**src/acr_consts.svh**
```systemverilog
/*
  Offsets, field positions, masks, reset values and timing counts of the
  accelerometer configuration register array. Assumes inclusion by bare name.
*/
`ifndef ACR_CONSTS_SVH
`define ACR_CONSTS_SVH

`define ACR_ADDR_W        6
`define ACR_OFF_SERIAL0   6'h00
`define ACR_OFF_SERIAL1   6'h01
`define ACR_OFF_SERIAL2   6'h02
`define ACR_OFF_SERIAL3   6'h03
`define ACR_OFF_RSV_OTPA  6'h04
`define ACR_OFF_RSV_OTPB  6'h05
`define ACR_OFF_FACTORY   6'h06
`define ACR_OFF_PART      6'h08
`define ACR_OFF_DEVICE_CONTROL    6'h0A
`define ACR_OFF_DEVICE_CONFIG    6'h0B
`define ACR_OFF_AXISCFG   6'h0C
`define ACR_OFF_ARMING_CONFIG    6'h0E
`define ACR_OFF_THRPOS    6'h10
`define ACR_OFF_THRNEG    6'h12
`define ACR_OFF_STATUS    6'h14
`define ACR_OFF_COUNTER   6'h15
`define ACR_OFF_OFFCORR   6'h16
`define ACR_OFF_RSV_HIA   6'h1C
`define ACR_OFF_RSV_HIB   6'h1D

`define ACR_LOCK_BIT      5
`define ACR_FMT_BIT       4
`define ACR_OFFSET_MONITOR_ENABLE_BIT     3
`define ACR_CHECK_BIT     7
`define ACR_KEY_HI_BIT    7
`define ACR_KEY_LO_BIT    6
`define ACR_CFG_WMASK     8'h3F
`define ACR_AXIS_WMASK    8'h8F
`define ACR_ARM_WMASK     8'h3F
`define ACR_REG_RESET     8'h00
`define ACR_KEY_FIRST     2'h0
`define ACR_KEY_SECOND    2'h3
`define ACR_KEY_THIRD     2'h1
`define ACR_ZERO_G        10'h200
`define ACR_SAMPLE_W      10
`define ACR_CRC_W         8
`define ACR_CRC_POLY      8'h07

`define ACR_OSC_HZ        8000000
`define ACR_TEST_HZ       1000000
`define ACR_TEST_DIV      (`ACR_OSC_HZ / `ACR_TEST_HZ)

`endif

```
**src/acr_pkg.sv**
```systemverilog
/*
  Types of the accelerometer configuration register array.
  Assumes nothing of its surroundings.
*/
`default_nettype none
package acr_pkg;
  typedef enum logic [1:0] {
    SEQ_IDLE,
    SEQ_GOT_FIRST,
    SEQ_GOT_SECOND
  } acr_seq_e;
endpackage : acr_pkg
`default_nettype wire

```
**src/acr_clock_divider.sv**
```systemverilog
/*
  Divides the block clock into a square test clock. Assumes the block clock
  stands for the internal oscillator.
*/
`default_nettype none
module acr_clock_divider #(
  parameter int DIV = 8
) (
  // clock and reset
  input  wire logic clock,
  input  wire logic rst,
  input  wire logic ce,
  // divided output
  output logic      divClock
);
  localparam int HALF = (DIV / 2 < 1) ? 1 : DIV / 2;
  localparam int CW   = (HALF < 2) ? 1 : $clog2(HALF);

  logic [CW-1:0] count_reg;
  logic          divClock_reg;
  logic          wrap;

  assign wrap     = (count_reg == CW'(HALF - 1));
  assign divClock = divClock_reg;

  always_ff @(posedge clock or posedge rst) begin
    if (rst) begin
      count_reg    <= '0;
      divClock_reg <= 1'b0;
    end else if (ce) begin
      count_reg    <= wrap ? '0 : count_reg + CW'(1);
      divClock_reg <= wrap ? ~divClock_reg : divClock_reg;
    end
  end
endmodule : acr_clock_divider
`default_nettype wire

```
**src/acr_crc_check.sv**
```systemverilog
/*
  Parameterised CRC checker over a flat vector, compared with an expected
  value. Assumes data and expected are stable while enable is high.
*/
`default_nettype none
`include "acr_consts.svh"
module acr_crc_check #(
  parameter int                DATA_W = 8,
  parameter int                CRC_W  = `ACR_CRC_W,
  parameter logic [CRC_W-1:0]  POLY   = `ACR_CRC_POLY
) (
  // clock and reset
  input  wire logic              clock,
  input  wire logic              rst,
  input  wire logic              ce,
  // check
  input  wire logic              enable,
  input  wire logic [DATA_W-1:0] data,
  input  wire logic [CRC_W-1:0]  expected,
  output logic      [CRC_W-1:0]  crcValue,
  output logic                   fault
);
  function automatic logic [CRC_W-1:0] crcOf(input logic [DATA_W-1:0] d);
    logic [CRC_W-1:0] c;
    logic             fb;
    c  = '0;
    fb = 1'b0;
    for (int i = DATA_W - 1; i >= 0; i--) begin
      fb = c[CRC_W-1] ^ d[i];
      c  = {c[CRC_W-2:0], 1'b0};
      if (fb) begin
        c = c ^ POLY;
      end
    end
    return c;
  endfunction : crcOf

  logic fault_reg;
  logic faultNext;

  assign crcValue  = crcOf(data);
  assign faultNext = enable & (crcValue != expected);
  assign fault     = fault_reg;

  always_ff @(posedge clock or posedge rst) begin
    if (rst) begin
      fault_reg <= 1'b0;
    end else if (ce) begin
      fault_reg <= faultNext;
    end
  end
endmodule : acr_crc_check
`default_nettype wire

```
**src/acr_register_array.sv**
```systemverilog
/*
  Customer register array of a single-axis accelerometer: factory OTP values,
  writable configuration with lock and CRC, read-only status. Assumes a serial
  front end that turns each command into a one-cycle request on this port.
*/
`default_nettype none
`include "acr_consts.svh"
// Summary of operation
// - storage is a factory OTP block plus writable and status registers
// - OTP block and writable block each have their own CRC checker
// - writable block can be locked against changes in normal operation
// - once lock bit set, only device control writes; cleared only by reset
// - serial number sits in bytes 0..3, least significant byte first
// - device control holds reset keys in bits 7:6, bits 5:0 reserved
// - config: lock bit 5, format bit 4, offset monitor bit 3, arming 2:0
// - format one sends unsigned with zero-g at 512, else signed
// - axis config: deflection check bit 7, filter select bits 3:0
// - arming config: pulse stretch 5:4, negative 3:2, positive 1:0
// - separate writable positive and negative arming thresholds
// - status bits 6..0: data error, overrun, init, output error, 0, offset, reset
// - counter and offset correction read-only right after status
// - each location behaves per its type: OTP, read/write, read-only, or write-only device control
// - test clock is the oscillator divided from 8 MHz to 1 MHz
module acr_register_array
  import acr_pkg::*;
#(
  parameter int TEST_DIV = `ACR_TEST_DIV
) (
  // clock and reset
  input  wire logic                     clock,
  input  wire logic                     rst,
  input  wire logic                     ce,
  // register request
  input  wire logic                     reqValid,
  input  wire logic                     reqWrite,
  input  wire logic [`ACR_ADDR_W-1:0]   reqAddr,
  input  wire logic [7:0]               reqWrData,
  // register answer
  output logic                          rspValid,
  output logic      [7:0]               rspData,
  output logic                          rspInvalid,
  // factory OTP contents
  input  wire logic [31:0]              otpSerial,
  input  wire logic                     otpMagSel,
  input  wire logic [7:0]               otpPartCode,
  input  wire logic [`ACR_CRC_W-1:0]    otpCrcExpected,
  // status sources
  input  wire logic                     dataErrorIn,
  input  wire logic                     overrunIn,
  input  wire logic                     initDoneIn,
  input  wire logic                     outputErrorIn,
  input  wire logic                     offsetFlagIn,
  input  wire logic [7:0]               frameCountIn,
  input  wire logic [7:0]               offsetCorrectionIn,
  // acceleration data
  input  wire logic [`ACR_SAMPLE_W-1:0] sampleIn,
  output logic      [`ACR_SAMPLE_W-1:0] sampleOut,
  // configuration outputs
  output logic                          initCompleteLock,
  output logic                          unsignedFormatSelect,
  output logic                          offsetMonitorEnable,
  output logic      [2:0]               armingMode,
  output logic                          deflectionCheckEnable,
  output logic      [3:0]               filterCutoffSelect,
  output logic      [1:0]               armingPulseStretch,
  output logic      [1:0]               negativeWindowSize,
  output logic      [1:0]               positiveWindowSize,
  output logic      [7:0]               positiveThreshold,
  output logic      [7:0]               negativeThreshold,
  // faults, reset and test clock
  output logic                          otpCrcError,
  output logic                          regCrcError,
  output logic                          digitalResetPulse,
  output logic                          testClock
);
  logic [7:0]               devConfig_reg;
  logic [7:0]               axisConfig_reg;
  logic [7:0]               armConfig_reg;
  logic [7:0]               posThresh_reg;
  logic [7:0]               negThresh_reg;
  logic                     resetFlag_reg;
  acr_seq_e                 seqState_reg;
  logic                     swReset_reg;
  logic                     rspValid_reg;
  logic [7:0]               rspData_reg;
  logic                     rspInvalid_reg;
  logic [`ACR_SAMPLE_W-1:0] sampleOut_reg;
  logic [`ACR_CRC_W-1:0]    regCrcExp_reg;
  logic                     crcArmed_reg;

  // request decode
  wire logic take      = reqValid & ce;
  wire logic takeWrite = take & reqWrite;
  wire logic takeRead  = take & ~reqWrite;
  wire logic hitSer0   = (reqAddr == `ACR_OFF_SERIAL0);
  wire logic hitSer1   = (reqAddr == `ACR_OFF_SERIAL1);
  wire logic hitSer2   = (reqAddr == `ACR_OFF_SERIAL2);
  wire logic hitSer3   = (reqAddr == `ACR_OFF_SERIAL3);
  wire logic hitRsvOtp = (reqAddr == `ACR_OFF_RSV_OTPA) | (reqAddr == `ACR_OFF_RSV_OTPB);
  wire logic hitFact   = (reqAddr == `ACR_OFF_FACTORY);
  wire logic hitPart   = (reqAddr == `ACR_OFF_PART);
  wire logic hitCtl    = (reqAddr == `ACR_OFF_DEVICE_CONTROL);
  wire logic hitCfg    = (reqAddr == `ACR_OFF_DEVICE_CONFIG);
  wire logic hitAxis   = (reqAddr == `ACR_OFF_AXISCFG);
  wire logic hitArm    = (reqAddr == `ACR_OFF_ARMING_CONFIG);
  wire logic hitThrP   = (reqAddr == `ACR_OFF_THRPOS);
  wire logic hitThrN   = (reqAddr == `ACR_OFF_THRNEG);
  wire logic hitStat   = (reqAddr == `ACR_OFF_STATUS);
  wire logic hitCount  = (reqAddr == `ACR_OFF_COUNTER);
  wire logic hitOffc   = (reqAddr == `ACR_OFF_OFFCORR);
  wire logic hitRsvHi  = (reqAddr == `ACR_OFF_RSV_HIA) | (reqAddr == `ACR_OFF_RSV_HIB);
  wire logic addrValid = hitSer0 | hitSer1 | hitSer2 | hitSer3 | hitRsvOtp | hitFact
                       | hitPart | hitCtl | hitCfg | hitAxis | hitArm | hitThrP
                       | hitThrN | hitStat | hitCount | hitOffc | hitRsvHi;

  // lock gates every writable register but device control
  wire logic locked   = devConfig_reg[`ACR_LOCK_BIT];
  wire logic wrOpen   = takeWrite & ~locked;

  // only writable locations have a write path; others ignore writes
  wire logic [7:0] devConfigNext  = (wrOpen & hitCfg)  ? (reqWrData & `ACR_CFG_WMASK)
                                                       : devConfig_reg;
  wire logic [7:0] axisConfigNext = (wrOpen & hitAxis) ? (reqWrData & `ACR_AXIS_WMASK)
                                                       : axisConfig_reg;
  wire logic [7:0] armConfigNext  = (wrOpen & hitArm)  ? (reqWrData & `ACR_ARM_WMASK)
                                                       : armConfig_reg;
  wire logic [7:0] posThreshNext  = (wrOpen & hitThrP) ? reqWrData : posThresh_reg;
  wire logic [7:0] negThreshNext  = (wrOpen & hitThrN) ? reqWrData : negThresh_reg;

  // reset key sequence; any other command in between aborts it
  wire logic [1:0] keyIn    = {reqWrData[`ACR_KEY_HI_BIT], reqWrData[`ACR_KEY_LO_BIT]};
  wire logic       ctlWrite = takeWrite & hitCtl;
  wire logic       keyFirst = ctlWrite & (keyIn == `ACR_KEY_FIRST);
  wire logic       keySecnd = ctlWrite & (keyIn == `ACR_KEY_SECOND);
  wire logic       keyThird = ctlWrite & (keyIn == `ACR_KEY_THIRD);
  wire logic       seqFire  = (seqState_reg == SEQ_GOT_SECOND) & keyThird;
  acr_seq_e        seqStateNext;

  always_comb begin
    seqStateNext = seqState_reg;
    if (take) begin
      case (seqState_reg)
        SEQ_IDLE:       seqStateNext = keyFirst ? SEQ_GOT_FIRST : SEQ_IDLE;
        SEQ_GOT_FIRST:  seqStateNext = keySecnd ? SEQ_GOT_SECOND
                                     : (keyFirst ? SEQ_GOT_FIRST : SEQ_IDLE);
        SEQ_GOT_SECOND: seqStateNext = keyFirst ? SEQ_GOT_FIRST : SEQ_IDLE;
        default:        seqStateNext = SEQ_IDLE;
      endcase
    end
  end

  // status: reset flag is sticky and cleared by a status read; set wins
  wire logic otpFault;
  wire logic regFault;
  wire logic dataError    = dataErrorIn | otpFault | regFault;
  wire logic statusRead   = takeRead & hitStat;
  wire logic resetFlagNxt = swReset_reg | (resetFlag_reg & ~statusRead);
  wire logic [7:0] statusByte = {1'b0, dataError, overrunIn, initDoneIn,
                                 outputErrorIn, 1'b0, offsetFlagIn, resetFlag_reg};

  // read selection
  wire logic [7:0] factByte = {otpMagSel, 7'h00};
  wire logic [7:0] readByte =
      hitSer0  ? otpSerial[7:0]   :
      hitSer1  ? otpSerial[15:8]  :
      hitSer2  ? otpSerial[23:16] :
      hitSer3  ? otpSerial[31:24] :
      hitFact  ? factByte         :
      hitPart  ? otpPartCode      :
      hitCfg   ? devConfig_reg    :
      hitAxis  ? axisConfig_reg   :
      hitArm   ? armConfig_reg    :
      hitThrP  ? posThresh_reg    :
      hitThrN  ? negThresh_reg    :
      hitStat  ? statusByte       :
      hitCount ? frameCountIn     :
      hitOffc  ? offsetCorrectionIn : 8'h00;

  // writable CRC reference is taken one cycle after the lock is set
  wire logic [39:0] regImage = {devConfig_reg, axisConfig_reg, armConfig_reg,
                                posThresh_reg, negThresh_reg};
  wire logic [47:0] otpImage = {otpSerial, factByte, otpPartCode};
  wire logic [`ACR_CRC_W-1:0] regCrcNow;

  acr_crc_check #(
    .DATA_W   (48)
  ) u_otpCrc (
    .clock    (clock),
    .rst      (rst),
    .ce       (ce),
    .enable   (1'b1),
    .data     (otpImage),
    .expected (otpCrcExpected),
    .crcValue (),
    .fault    (otpFault)
  );

  acr_crc_check #(
    .DATA_W   (40)
  ) u_regCrc (
    .clock    (clock),
    .rst      (rst),
    .ce       (ce),
    .enable   (crcArmed_reg),
    .data     (regImage),
    .expected (regCrcExp_reg),
    .crcValue (regCrcNow),
    .fault    (regFault)
  );

  acr_clock_divider #(
    .DIV      (TEST_DIV)
  ) u_testDiv (
    .clock    (clock),
    .rst      (rst),
    .ce       (ce),
    .divClock (testClock)
  );

  // a digital reset returns the writable block to its reset state
  always_ff @(posedge clock or posedge rst) begin
    if (rst) begin
      devConfig_reg  <= `ACR_REG_RESET;
      axisConfig_reg <= `ACR_REG_RESET;
      armConfig_reg  <= `ACR_REG_RESET;
      posThresh_reg  <= `ACR_REG_RESET;
      negThresh_reg  <= `ACR_REG_RESET;
    end else if (ce) begin
      devConfig_reg  <= swReset_reg ? `ACR_REG_RESET : devConfigNext;
      axisConfig_reg <= swReset_reg ? `ACR_REG_RESET : axisConfigNext;
      armConfig_reg  <= swReset_reg ? `ACR_REG_RESET : armConfigNext;
      posThresh_reg  <= swReset_reg ? `ACR_REG_RESET : posThreshNext;
      negThresh_reg  <= swReset_reg ? `ACR_REG_RESET : negThreshNext;
    end
  end

  always_ff @(posedge clock or posedge rst) begin
    if (rst) begin
      seqState_reg  <= SEQ_IDLE;
      swReset_reg   <= 1'b0;
      resetFlag_reg <= 1'b1;
    end else if (ce) begin
      seqState_reg  <= seqStateNext;
      swReset_reg   <= seqFire;
      resetFlag_reg <= resetFlagNxt;
    end
  end

  always_ff @(posedge clock or posedge rst) begin
    if (rst) begin
      crcArmed_reg  <= 1'b0;
      regCrcExp_reg <= '0;
    end else if (ce) begin
      crcArmed_reg  <= locked & ~swReset_reg;
      regCrcExp_reg <= (locked & ~crcArmed_reg) ? regCrcNow : regCrcExp_reg;
    end
  end

  // answer one cycle after the request; data is the value before any write
  always_ff @(posedge clock or posedge rst) begin
    if (rst) begin
      rspValid_reg   <= 1'b0;
      rspData_reg    <= 8'h00;
      rspInvalid_reg <= 1'b0;
    end else if (ce) begin
      rspValid_reg   <= reqValid;
      rspData_reg    <= (reqValid & addrValid) ? readByte : 8'h00;
      rspInvalid_reg <= reqValid & ~addrValid;
    end
  end

  // two's complement plus half scale is a flip of the top bit
  always_ff @(posedge clock or posedge rst) begin
    if (rst) begin
      sampleOut_reg <= '0;
    end else if (ce) begin
      sampleOut_reg <= devConfig_reg[`ACR_FMT_BIT] ? sampleIn + `ACR_ZERO_G
                                                   : sampleIn;
    end
  end

  assign rspValid              = rspValid_reg;
  assign rspData               = rspData_reg;
  assign rspInvalid            = rspInvalid_reg;
  assign sampleOut             = sampleOut_reg;
  assign initCompleteLock      = locked;
  assign unsignedFormatSelect  = devConfig_reg[`ACR_FMT_BIT];
  assign offsetMonitorEnable   = devConfig_reg[`ACR_OFFSET_MONITOR_ENABLE_BIT];
  assign armingMode            = devConfig_reg[2:0];
  assign deflectionCheckEnable = axisConfig_reg[`ACR_CHECK_BIT];
  assign filterCutoffSelect    = axisConfig_reg[3:0];
  assign armingPulseStretch    = armConfig_reg[5:4];
  assign negativeWindowSize    = armConfig_reg[3:2];
  assign positiveWindowSize    = armConfig_reg[1:0];
  assign positiveThreshold     = posThresh_reg;
  assign negativeThreshold     = negThresh_reg;
  assign otpCrcError           = otpFault;
  assign regCrcError           = regFault;
  assign digitalResetPulse     = swReset_reg;
endmodule : acr_register_array
`default_nettype wire

```
**config.mk**
```make
export PLATFORM = sky130hd
export DESIGN_NAME = acr_register_array
export DESIGN_NICKNAME = d
export VERILOG_FILES = /design/src/acr_pkg.sv /design/src/acr_clock_divider.sv /design/src/acr_crc_check.sv /design/src/acr_register_array.sv
export VERILOG_INCLUDE_DIRS = /design/src
export SDC_FILE = /design/constraint.sdc
export NUM_CORES = 1
export LEC_CHECK = 0
export ABC_AREA = 1
export BUFFER_PORTS_ARGS = -buffer_cell sky130_fd_sc_hd__buf_2
export CELL_PAD_IN_SITES_DETAIL_PLACEMENT = 1
export CELL_PAD_IN_SITES_GLOBAL_PLACEMENT = 2
export CORE_ASPECT_RATIO = 0.8
export CORE_UTILIZATION = 27
export DETAILED_ROUTE_END_ITERATION = 10
export PLACE_DENSITY = 0.91
export SYNTH_ARGS = -nofsm -noshare
export SYNTH_HDL_FRONTEND = slang
export SYNTH_HIERARCHICAL = 1
export SYNTH_SLANG_ARGS = --single-unit
export TNS_END_PERCENT = 50
```
**constraint.sdc**
```tcl
create_clock -name clock -period 2.8 [get_ports clock]
set_input_delay 0.14 -clock clock [delete_from_list [all_inputs] [get_ports clock]]
set_output_delay 0.14 -clock clock [all_outputs]
set_load 0.03 [all_outputs]
```
# == After elaboration in Yosys (flattened, before gate mapping) ==
# Index checks and enable logic that the tools add are counted.
# word_totals
input_bits,99
wordCells,394
reg_bits,78
output_inout_bits,57
# classes
n_addsub,2
n_eq_ne,25
mux,118
bitwise,214
reduce_logical,17
# op_table
op,count
2-to-1 mux 3 bit,88
NOT 3 bit,86
2-to-1 mux 8 bit,25
bitwise XOR 1 bit,69
equality test 6 x 5 -> 1 bit (second input constant),7
equality test 6 x 4 -> 1 bit (second input constant),5
AND 1 bit,21
bitwise OR 1 bit,21
equality test 6 x 3 -> 1 bit (second input constant),3
inequality test 8 bit,2
AND reduction 2 bit,8
equality test 6 x 2 -> 1 bit (second input constant),2
adder 10 bit (second input constant),1
2-to-1 mux 10 bit,1
nonzero test 2 bit,5
bitwise XOR 1 bit (first input constant),10
NOT 1 bit,7
equality test 2 bit (second input constant),3
equality test 6 x 1 -> 1 bit (second input constant),1
zero test 6 bit,1
equality test 2 x 1 -> 1 bit (second input constant),2
zero test 2 bit,2
2-to-1 mux 2 bit,2
case mux 2 bit (2 select lines),1
3 further kinds,3

# == Logic depth before layout (Yosys ltp) ==
# Gate-level depths: netlist (run 1).
# logic_depth
ltp_word,96
mapped_depth,40
mapped_depth_nobuf,40

# == Modules after synthesis ==
# Netlist (run 1), hierarchy kept.
# by_module_without_submodules
mod,cells_each,area_each_um2,instances,seq_area_each_um2
acr_register_array,475,3584.7,1,1652.8
acr_crc_check at u_otpCrc,596,2880.3,1,25.0
acr_crc_check at u_regCrc,493,2324.7,1,25.0
acr_clock_divider,18,141.4,1,75.1

# == Worst setup path before layout (run 1) ==
# No wires, ideal clock.
# synth_timing
kind,reg2reg
from,register devConfig_reg[5]
to,register u_regCrc.fault_reg (netlist: u_regCrc/fault)
slack_ns,-0.157
t_arrival_ns,2.840
required_ns,2.683
period_less_slack_ns,2.957
setup_time_ns,0.117
stages_incl_launch_ff,30
n_path_buf,0
path_cell_list,dfrtp_1 > inv_2 > nand2_1 > nand3_1 > nand2_2 > nand2_2 > nand2_2 > nand2_1 > nand2_1 > inv_1 > nand2_1 > nand3_1 > nand2_2 > nand2_4 > nand2_4 > nand2_1 > nand2_1 > nand2_1 > nand2_1 > nand3_2 > nand2_2 > nand2_1 > nand3_1 > nand2_1 > nor2_1 > nand3_1 > nor2_1 > nand2_1 > nand2_1 > nand2_1
# synth_between
elab_chain_cells,32
elab_cells_between_ends,96
cone_classes,1 x eq/ne; 34 x mux; 61 x bitwise
# synth_lines
item,line_no,text
"start, declared",acr_register_array.sv:76,logic [7:0] devConfig_reg;
"start signal, assigned",acr_register_array.sv:223,devConfig_reg <= `ACR_REG_RESET;
"start signal, assigned",acr_register_array.sv:229,devConfig_reg <= swReset_reg ? `ACR_REG_RESET : devConfigNext;
bitwise XOR 1 bit (*),acr_crc_check.sv:29,fb = c[CRC_W-1] ^ d[i];
2-to-1 mux 3 bit (*),acr_crc_check.sv:31,if (fb) begin
NOT 3 bit (no source line),-,
2-to-1 mux 3 bit,acr_crc_check.sv:31,
NOT 3 bit (no source line),-,
2-to-1 mux 3 bit,acr_crc_check.sv:31,
bitwise XOR 1 bit,acr_crc_check.sv:29,
2-to-1 mux 3 bit,acr_crc_check.sv:31,
[... 16 more ...],-,
bitwise XOR 1 bit,acr_crc_check.sv:29,
2-to-1 mux 3 bit,acr_crc_check.sv:31,
NOT 3 bit (no source line),-,
2-to-1 mux 3 bit,acr_crc_check.sv:31,
NOT 3 bit (no source line),-,
2-to-1 mux 3 bit,acr_crc_check.sv:31,
inequality test 8 bit (*),acr_crc_check.sv:42,assign faultNext = enable & (crcValue != expected);
AND 1 bit (*),acr_crc_check.sv:42,
"end signal, assigned",acr_crc_check.sv:49,fault_reg <= faultNext;
"end, declared",acr_crc_check.sv:38,logic fault_reg;
# Every way passes the cells marked *; elsewhere a longest branch is shown, timed or not.
# A chain may end at the register's enable or synchronous reset.

# == Final worst setup path (run 1) ==
# layout_timing
from,register devConfig_reg[2]
to,register u_regCrc.fault_reg (netlist: u_regCrc/fault)
# layout_between
elab_cells_between_ends,87
cone_classes,1 x eq/ne; 31 x mux; 55 x bitwise
# layout_lines
item,line_no,text
bitwise XOR 1 bit (*),acr_crc_check.sv:29,
2-to-1 mux 3 bit (*),acr_crc_check.sv:31,
bitwise XOR 1 bit or NOT 3 bit (tied branches),-,
2-to-1 mux 3 bit,acr_crc_check.sv:31,
bitwise XOR 1 bit or NOT 3 bit (tied branches),-,
2-to-1 mux 3 bit,acr_crc_check.sv:31,
bitwise XOR 1 bit or NOT 3 bit (tied branches),-,
2-to-1 mux 3 bit,acr_crc_check.sv:31,
[... 7 more ...],-,
2-to-1 mux 3 bit,acr_crc_check.sv:31,
NOT 3 bit (no source line) or bitwise XOR 1 bit (tied branches),-,
2-to-1 mux 3 bit (*),acr_crc_check.sv:31,
bitwise XOR 1 bit (*),acr_crc_check.sv:29,
2-to-1 mux 3 bit (*),acr_crc_check.sv:31,
via regCrcNow[0],acr_register_array.sv:183,wire logic [`ACR_CRC_W-1:0] regCrcNow;
inequality test 8 bit (*),acr_crc_check.sv:42,
AND 1 bit (*),acr_crc_check.sv:42,
# Mark *: on every way through the listed nets, which the timed path passes. The rest lies on a longest branch.

==> flow_metrics.tcl, run 1 <==
set metrics [dict create \
    clk_root_buffer_cell "sky130_fd_sc_hd__clkbuf_16" \
    track_usage 0.223 \
    tns_ns -3.39 \
    maxSlewHeadroom 0.404 \
    power_per_cell_area_nw_per_um2 1050 \
    wl_per_cell_um 18.3 \
    max_stage_delay_ns 0.48 \
    finalWorstPathRequiredPeriod_ns 3.33 \
    hpwlAfterDp_um 31000 \
    max_fclk_mhz 300 \
    transition_time_at_the_pin_with_the_least_slew_margin_ns 0.894 \
    floorplan.core_area_um2 32500 \
    cts.sinks 71 \
    reg2reg_slack_ns -0.53 \
    port_buffers 155 \
    rsz0062_at_grt "yes" \
    min_period_over_period 1.19 \
    area_growth_pct 67.2 \
    cts-buffers-inserted 9 \
    floorplan.die.height_um 164 \
    critPathCaptureType "flip-flop" \
    die_area_um2 33700 \
    cp_max_fo 6 \
    synth.avg_cell_area_um2 5.65 \
    tritoncts "yes" \
    leakagePower_uw 0.00790 \
    drive_gt1_frac 0.531 \
    post_synth_inst_count 1576 \
    grt-ovfl-total 0 \
    layout.cell_area.non_filler_um2 14900 \
    min-delay-path-class "in -> reg" \
    crit_path_start_kind "flip-flop" \
    nNetsFinal 2034 \
    postLayoutSetupSlackWorst_ns -0.534 \
    design_power_total_uw 15600 \
    initial_utilization 0.274 \
    mappedNetlistArea_um2 8910 \
    cts-root-to-sink-buffers 2 \
    drt-initial-drc-count 567 \
    largest_reg_flops 10 \
    crit_path_top_delay_cell "sky130_fd_sc_hd__dfrtp_2" \
    maxCapViolCount 0 \
    ir_worst_vdd_v 0.000544 \
    placement.setup.worst_slack_ns -0.819 \
    max_h_tree_level 3 \
    cp.required_ns 3.03 \
    critPathArrivalTime_ns 3.56 \
    finalSetupViolations 10 \
    worst_clock_skew_ns 0.0100 \
    whs_ns 0.00567 \
    antenna_violating_nets_post_route 0 \
    cpMostUsedCell "sky130_fd_sc_hd__nand2_4" \
    num_vias 11700 \
    outcome "finished, violations left" \
    number_of_global_route_vias_before_repair 11400 \
    failed_checks "negative setup slack" \
    grt_max_degree 35 \
    drt-total-wl_um 43300 \
    place.gp.congestion 0.889 \
    grt_first_pass_wirelength_um 59100 \
    grt_antenna_before_repair 2 \
    hold_viol 0 \
    worst-setup-path-type "reg -> reg" \
    worstSkewPairLatency_ns 0.35 \
    drt-pass1-iter-count 4 \
    pins_over_their_slew_limit 0 \
    placed_cell_area_um2 11100 \
    ios 156 \
    synthesis.yosys.warnings 6 \
    drt_drc_violations_left 0 \
    cts.reportedPaths.clkPinSlew_ns 0.06 \
    post_drt_via_cell_ratio 4.94 \
    std_cell_rows 59 \
    die_w_um 205 \
]
==> area by class of cell <==
cell class / count / area, um2
multi-input cells: 1316 / 9150
fillers: 4152 / 17600
clock inverters: 6 / 50.0
diodes: 4 / 10.0
inverters: 216 / 873
well taps: 427 / 534
flip-flops and latches: 71 / 1790
clock buffers: 10 / 239
repair buffers: 320 / 2250
==> cells in the final DEF, fill, tap and decap left out, types with 44 or more instances in the layout <==
master	n
sky130_fd_sc_hd__inv_2	69
sky130_fd_sc_hd__dfrtp_1	62
sky130_fd_sc_hd__nand2_1	409
sky130_fd_sc_hd__inv_1	132
sky130_fd_sc_hd__nand2_2	235
sky130_fd_sc_hd__nand3_1	95
sky130_fd_sc_hd__buf_2	147
sky130_fd_sc_hd__nand2_4	156
sky130_fd_sc_hd__buf_4	136
sky130_fd_sc_hd__nand3_4	51
sky130_fd_sc_hd__nand3_2	93
sky130_fd_sc_hd__nor2_1	44
==> layer usage <==
metal,track usage,wire [um],vias to the layer above
met5,0,0,-
met4,0.0502,1060,0
met3,0.0205,1520,74
met2,0.387,22000,243
met1,0.297,18700,5752
li1,-,-,5629
==> path summary, 6_finish.rpt <==
| kind | from | endpoint | cells past startpoint |
|---|---|---|---|
| max | devConfig_reg[2] | u_regCrc/fault | 31 |
| min | sampleIn[3] | sampleOut[3] | 3 |
| max reg2reg | devConfig_reg[2] | u_regCrc/fault | 31 |
| min reg2reg | sampleOut[3] | sampleOut[3] | 2 |
| max in group asynchronous | rst | axisConfig_reg[2] | 4 |
| min in group asynchronous | rst | u_otpCrc/fault | 3 |
==> worst max-delay path, delay by kind of cell (launching register included) <==
kind | cells | cell delay [ns]
DFF | 1 | 0.48
and+or+nand+nor | 28 | 2.46
buffers and inverters | 3 | 0.25
==> through the flow <==
stage	utilization	instances
finish	0.459	2370
floorplan	-	1612
global placement	0.343	2292
global route	0.458	2368
detailed placement	0.343	2292
CTS	0.391	2338
==> where the power goes <==
group	total (uW)	leakage [uW]	internal [uW]	switching [uW]
combinational	13100	0.00685	4820	8270
clock	1150	0.000136	636	514
sequential	1340	0.000913	1170	165
==> repair_timing <==
action / 4_1_cts / 5_1_grt
hold endpoints to repair: 26 / 0
buffers inserted: 24 / 28
endpoints found under the setup margin: 10 / 10
hold buffers: 6 / 0
gates resized for setup: 296 / 454
pin swaps: 129 / 250
(Power assumes the default switching activity.)
==> run 2: changes to the inputs <==
- CORE_UTILIZATION: 27 -> 25
- PLACE_DENSITY: 0.91 -> 0.85
==> run 2 against run 1 <==
Effect of this change:
- fmax is 1.7% lower
- register-to-register slack lost 0.06 ns
- worst hold slack better by 0.044 ns
- critical path depth shrank 1
- critical path type unchanged
- the run still ends with negative setup slack left
- via count down 2.8%
- non-clock buffer count shrank 18
==> flow_metrics.tcl, run 2 (synthesized netlist as in run 1, its figures left out) <==
set metrics [dict create \
    grt_max_degree 67 \
    grt-ovfl-total 0 \
    crit_path_start_kind "flip-flop" \
    std_cell_rows 61 \
    rsz0062_at_grt "yes" \
    leakagePower_uw 0.00758 \
    initial_utilization 0.255 \
    largest_reg_flops 10 \
    cts-buffers-inserted 9 \
    critPathCaptureType "flip-flop" \
    min_period_over_period 1.21 \
    max_stage_delay_ns 0.50 \
    drt-initial-drc-count 463 \
    clk_root_buffer_cell "sky130_fd_sc_hd__clkbuf_16" \
    cts.reportedPaths.clkPinSlew_ns 0.06 \
    hold_viol 0 \
    place.gp.congestion 0.885 \
    tritoncts "yes" \
    die_area_um2 36400 \
    area_growth_pct 56.4 \
    grt_antenna_before_repair 6 \
    nNetsFinal 2016 \
    track_usage 0.208 \
    drt-pass1-iter-count 6 \
    max_fclk_mhz 295 \
    layout.cell_area.non_filler_um2 13900 \
    ir_worst_vdd_v 0.000546 \
    max_h_tree_level 3 \
    floorplan.core_area_um2 34900 \
    hpwlAfterDp_um 31200 \
    failed_checks "negative setup slack" \
    grt_first_pass_wirelength_um 59300 \
    placement.setup.worst_slack_ns -0.761 \
    design_power_total_uw 14100 \
    maxSlewHeadroom 0.457 \
    cts-root-to-sink-buffers 2 \
    cts.sinks 71 \
    mostFrequentLayoutCell "sky130_fd_sc_hd__nand2_1" \
    num_vias 11400 \
    number_of_global_route_vias_before_repair 11200 \
    die_w_um 213 \
    cp_max_fo 7 \
    antenna_violating_nets_post_route 0 \
    drt_drc_violations_left 0 \
    cp.required_ns 3.04 \
    postLayoutSetupSlackWorst_ns -0.591 \
    worst_clock_skew_ns 0.0105 \
    post_drt_via_cell_ratio 4.74 \
    critPathArrivalTime_ns 3.63 \
    ios 156 \
    tns_ns -2.97 \
    drt-total-wl_um 40000 \
    pins_over_their_slew_limit 0 \
    crit_path_top_delay_cell "sky130_fd_sc_hd__dfrtp_2" \
    min-delay-path-class "in -> reg" \
    outcome "finished, violations left" \
    whs_ns 0.0496 \
    finalWorstPathRequiredPeriod_ns 3.39 \
    placed_cell_area_um2 11200 \
    worstSkewPairLatency_ns 0.35 \
    worst-setup-path-type "reg -> reg" \
    cpMostUsedCell "sky130_fd_sc_hd__nand2_2" \
    power_per_cell_area_nw_per_um2 1010 \
    drive_gt1_frac 0.475 \
    wl_per_cell_um 16.7 \
    floorplan.die.height_um 171 \
    maxCapViolCount 0 \
    port_buffers 155 \
    layout.cells.most_common_list "sky130_fd_sc_hd__nand2_1 (459), sky130_fd_sc_hd__nand2_2 (221), sky130_fd_sc_hd__buf_2 (147), sky130_fd_sc_hd__inv_1 (146), sky130_fd_sc_hd__buf_4 (133)" \
    transition_time_at_the_pin_with_the_least_slew_margin_ns 0.811 \
    finalSetupViolations 10 \
]
==> run 2: cell types whose count changed in the layout (fill, tap and decap cells not counted), moves of 16 or more <==
cell and change:
sky130_fd_sc_hd__nand3_4 -20, sky130_fd_sc_hd__nand2_4 -28, sky130_fd_sc_hd__nand2_1 +50, sky130_fd_sc_hd__nand3_1 +23, sky130_fd_sc_hd__inv_2 -16
==> run 2: path summary, 6_finish.rpt <==
path / end / cells after the start / slack [ns] / start
worst max-delay path: u_regCrc/fault / 30 / -0.59 / devConfig_reg[5]
worst min-delay path: seqState_reg[0] / 2 / 0.05 / reqWrData[6]
worst max register to register: u_regCrc/fault / 30 / -0.59 / devConfig_reg[5]
worst min register to register: rspInvalid / 2 / 0.48 / rspInvalid
max in group asynchronous: devConfig_reg[4] / 4 / 1.98 / rst
min in group asynchronous: u_otpCrc/fault / 3 / 0.24 / rst
==> run 2: metrics by stage <==
stage | util | std cells
2_1_floorplan | - | 1612
3_3_place_gp | 0.322 | 2342
3_5_place_dp | 0.322 | 2342
4_1_cts | 0.359 | 2379
5_1_grt | 0.399 | 2397
6_report | 0.399 | 2398
==> run 2: what timing repair did <==
item,in CTS,in global routing
gates resized for setup,236,327
hold buffers,10,0
buffers inserted,11,14
pin swaps,88,170
endpoints found under the hold margin,79,0
setup endpoints to repair,10,10
==> run 2: cell type report <==
type	instances	area, um2
timing repair buffer	302	1990
tap	472	591
fill	4567	20900
inverter	216	863
sequential	71	1790
multi-input combinational	1316	8420
antenna	5	12.5
clock inverter	5	33.8
clock buffer	11	233
==> run 2: worst max-delay path: cells and delay by family (launching register included) <==
family / cells / cell delay, ns
buf+inv: 3 / 0.35
flops: 1 / 0.50
simple gates: 27 / 2.39
==> run 2: report_power, final <==
group,total (uW),leakage (uW),internal (uW),switching (uW)
registers,1350,0.000913,1170,176
clock network,1100,0.000126,601,494
logic,11700,0.00654,4210,7460
total,14100,0.00758,5990,8130
==> run 2: metal layers <==
layer  global-route usage  part of all wire  up-vias  wire length, um
met5                    0           0.00048        -               19
met4               0.0435             0.018        2              704
met1                0.290              0.47     5532            18900
li1                     -                 -     5607                -
met2                0.345              0.48      179            19100
met3               0.0185             0.031       47             1220
==> run 3: changes to the inputs <==
- HOLD_SLACK_MARGIN: not set -> 0.05
==> run 3 against run 2 <==
Effect of this change:
- the flow still finishes with violations (negative setup slack)
- critical endpoint unchanged
- final area hardly changed
- largest power group unchanged
- sequential power hardly changed
- clock power hardly changed
- fmax is 0.12% lower
- register-to-register slack hardly changed
- setup slack worse by 0.0042 ns
- flip-flop and latch count stayed put
- clock skew hardly changed
==> flow_metrics.tcl, run 3 (synthesized netlist as in run 1, its figures left out) <==
set metrics [dict create \
    outcome "finished, violations left" \
    failed_checks "negative setup slack" \
    die_w_um 213 \
    drt-total-wl_um 40000 \
    largest_reg_flops 10 \
    postLayoutSetupSlackWorst_ns -0.596 \
    cp.required_ns 3.04 \
    cpMostUsedCell "sky130_fd_sc_hd__nand2_2" \
    critPathCaptureType "flip-flop" \
    nNetsFinal 2017 \
    max_stage_delay_ns 0.51 \
    worstReg2RegStart "devConfig_reg[5]" \
    ir_worst_vdd_v 0.000545 \
    crit_path_top_delay_cell "sky130_fd_sc_hd__dfrtp_2" \
    min_period_over_period 1.21 \
    rsz0062_at_grt "yes" \
    path_buf_inv 3 \
    max_h_tree_level 3 \
    cp_max_fo 7 \
    layout.cells.most_common_list "sky130_fd_sc_hd__nand2_1 (459), sky130_fd_sc_hd__nand2_2 (221), sky130_fd_sc_hd__buf_2 (147), sky130_fd_sc_hd__inv_1 (146), sky130_fd_sc_hd__buf_4 (133)" \
    grt_antenna_before_repair 6 \
    transition_time_at_the_pin_with_the_least_slew_margin_ns 0.796 \
    grt-ovfl-total 0 \
    max_fclk_mhz 294 \
    power_per_cell_area_nw_per_um2 1010 \
    finalNonFillerCells 2400 \
    tns_ns -3.02 \
    ios 156 \
    num_vias 11400 \
    drive_gt1_frac 0.475 \
    drt-pass1-iter-count 5 \
    placed_cell_area_um2 11200 \
    clk_root_buffer_cell "sky130_fd_sc_hd__clkbuf_16" \
    finalWorstPathRequiredPeriod_ns 3.40 \
    worst_clock_skew_ns 0.0105 \
    grt_max_degree 67 \
    cts-root-to-sink-buffers 2 \
    min_from "reqWrite" \
    pins_over_their_slew_limit 0 \
    min-delay-path-class "in -> reg" \
    floorplan.die.height_um 171 \
    finalSetupViolations 10 \
    leakagePower_uw 0.00758 \
    initial_utilization 0.255 \
    cp_top_family "simple AND/OR/NAND/NOR gates" \
    cts.sinks 71 \
    hpwlAfterDp_um 31200 \
    reg2reg_slack_ns -0.60 \
    tritoncts "yes" \
    std_cell_rows 61 \
    mostFrequentLayoutCell "sky130_fd_sc_hd__nand2_1" \
    antenna_violating_nets_post_route 0 \
    critPathArrivalTime_ns 3.63 \
    track_usage 0.208 \
    place.gp.congestion 0.885 \
    layout.cell_area.non_filler_um2 13900 \
    drt-initial-drc-count 505 \
    cts-buffers-inserted 9 \
    maxCapViolCount 0 \
    worst-setup-path-type "reg -> reg" \
    worstSkewPairLatency_ns 0.35 \
    post_drt_via_cell_ratio 4.75 \
    number_of_global_route_vias_before_repair 11200 \
    port_buffers 155 \
    maxSlewHeadroom 0.467 \
    die_area_um2 36400 \
    hold_viol 0 \
    cts.reportedPaths.clkPinSlew_ns 0.06 \
    floorplan.core_area_um2 34900 \
    grt_first_pass_wirelength_um 59300 \
    critical_path.startpoint "devConfig_reg[5]" \
    wl_per_cell_um 16.7 \
    crit_path_start_kind "flip-flop" \
    layout.core_utilization 0.400 \
    placement.setup.worst_slack_ns -0.761 \
    area_growth_pct 56.5 \
    drt_drc_violations_left 0 \
    numPlacedInstances 2342 \
]
## run 3: where the power goes
group / switching (uW) / internal, uW / total, uW
Combinational: 7460 / 4210 / 11700
Clock: 496 / 601 / 1100
Sequential: 175 / 1170 / 1350
Total: 8130 / 5990 / 14100
## run 3: final timing paths
kind,cells past startpoint,end
worst max-delay path,30,u_regCrc/fault
worst min-delay path,3,resetFlag_reg
worst max register to register,30,u_regCrc/fault
worst min register to register,2,rspValid
max in group asynchronous,4,devConfig_reg[4]
min in group asynchronous,3,u_otpCrc/fault
## run 3: repair_timing
item,CTS,global route
cloned,0,0
endpoints found under the hold margin,80,0
hold buffers,11,0
buffers inserted,11,14
pin swaps,88,170
endpoints found under the setup margin,10,10
resized for setup,236,327
## run 3: layout make-up
type | instances | area, um2
Sequential cell | 71 | 1790
Tap cell | 472 | 591
Antenna cell | 6 | 15.0
Timing Repair Buffer | 303 | 2000
Clock buffer | 11 | 233
Fill cell | 4569 | 20900
Clock inverter | 5 | 33.8
Inverter | 216 | 863
Multi-Input combinational cell | 1316 | 8420
## run 3: layer usage
layer / wire length (um) / up-vias / GRT usage
li1: - / 5608 / -
met2: 19100 / 200 / 0.345
met5: 13 / - / 0
met1: 18700 / 5541 / 0.290
met4: 721 / 2 / 0.0435
met3: 1440 / 47 / 0.0185
## run 3: per-stage QoR
| step | hold slack, ns | power [uW] |
|---|---|---|
| final | 0.0775 | 14100 |
| after global routing | 0.122 | 15200 |
| after CTS | 0.0742 | 12000 |
| after detailed placement | 0.0330 | 9400 |
| after global placement | 0.0297 | 9060 |
| after floorplan | -0.131 | 7140 |
## run 3: worst reg2reg max path, delay by kind of cell (launching register included)
| family | cells | cell delay (ns) |
|---|---|---|
| buffers and inverters | 3 | 0.35 |
| DFF | 1 | 0.51 |
| and+or+nand+nor | 27 | 2.40 |
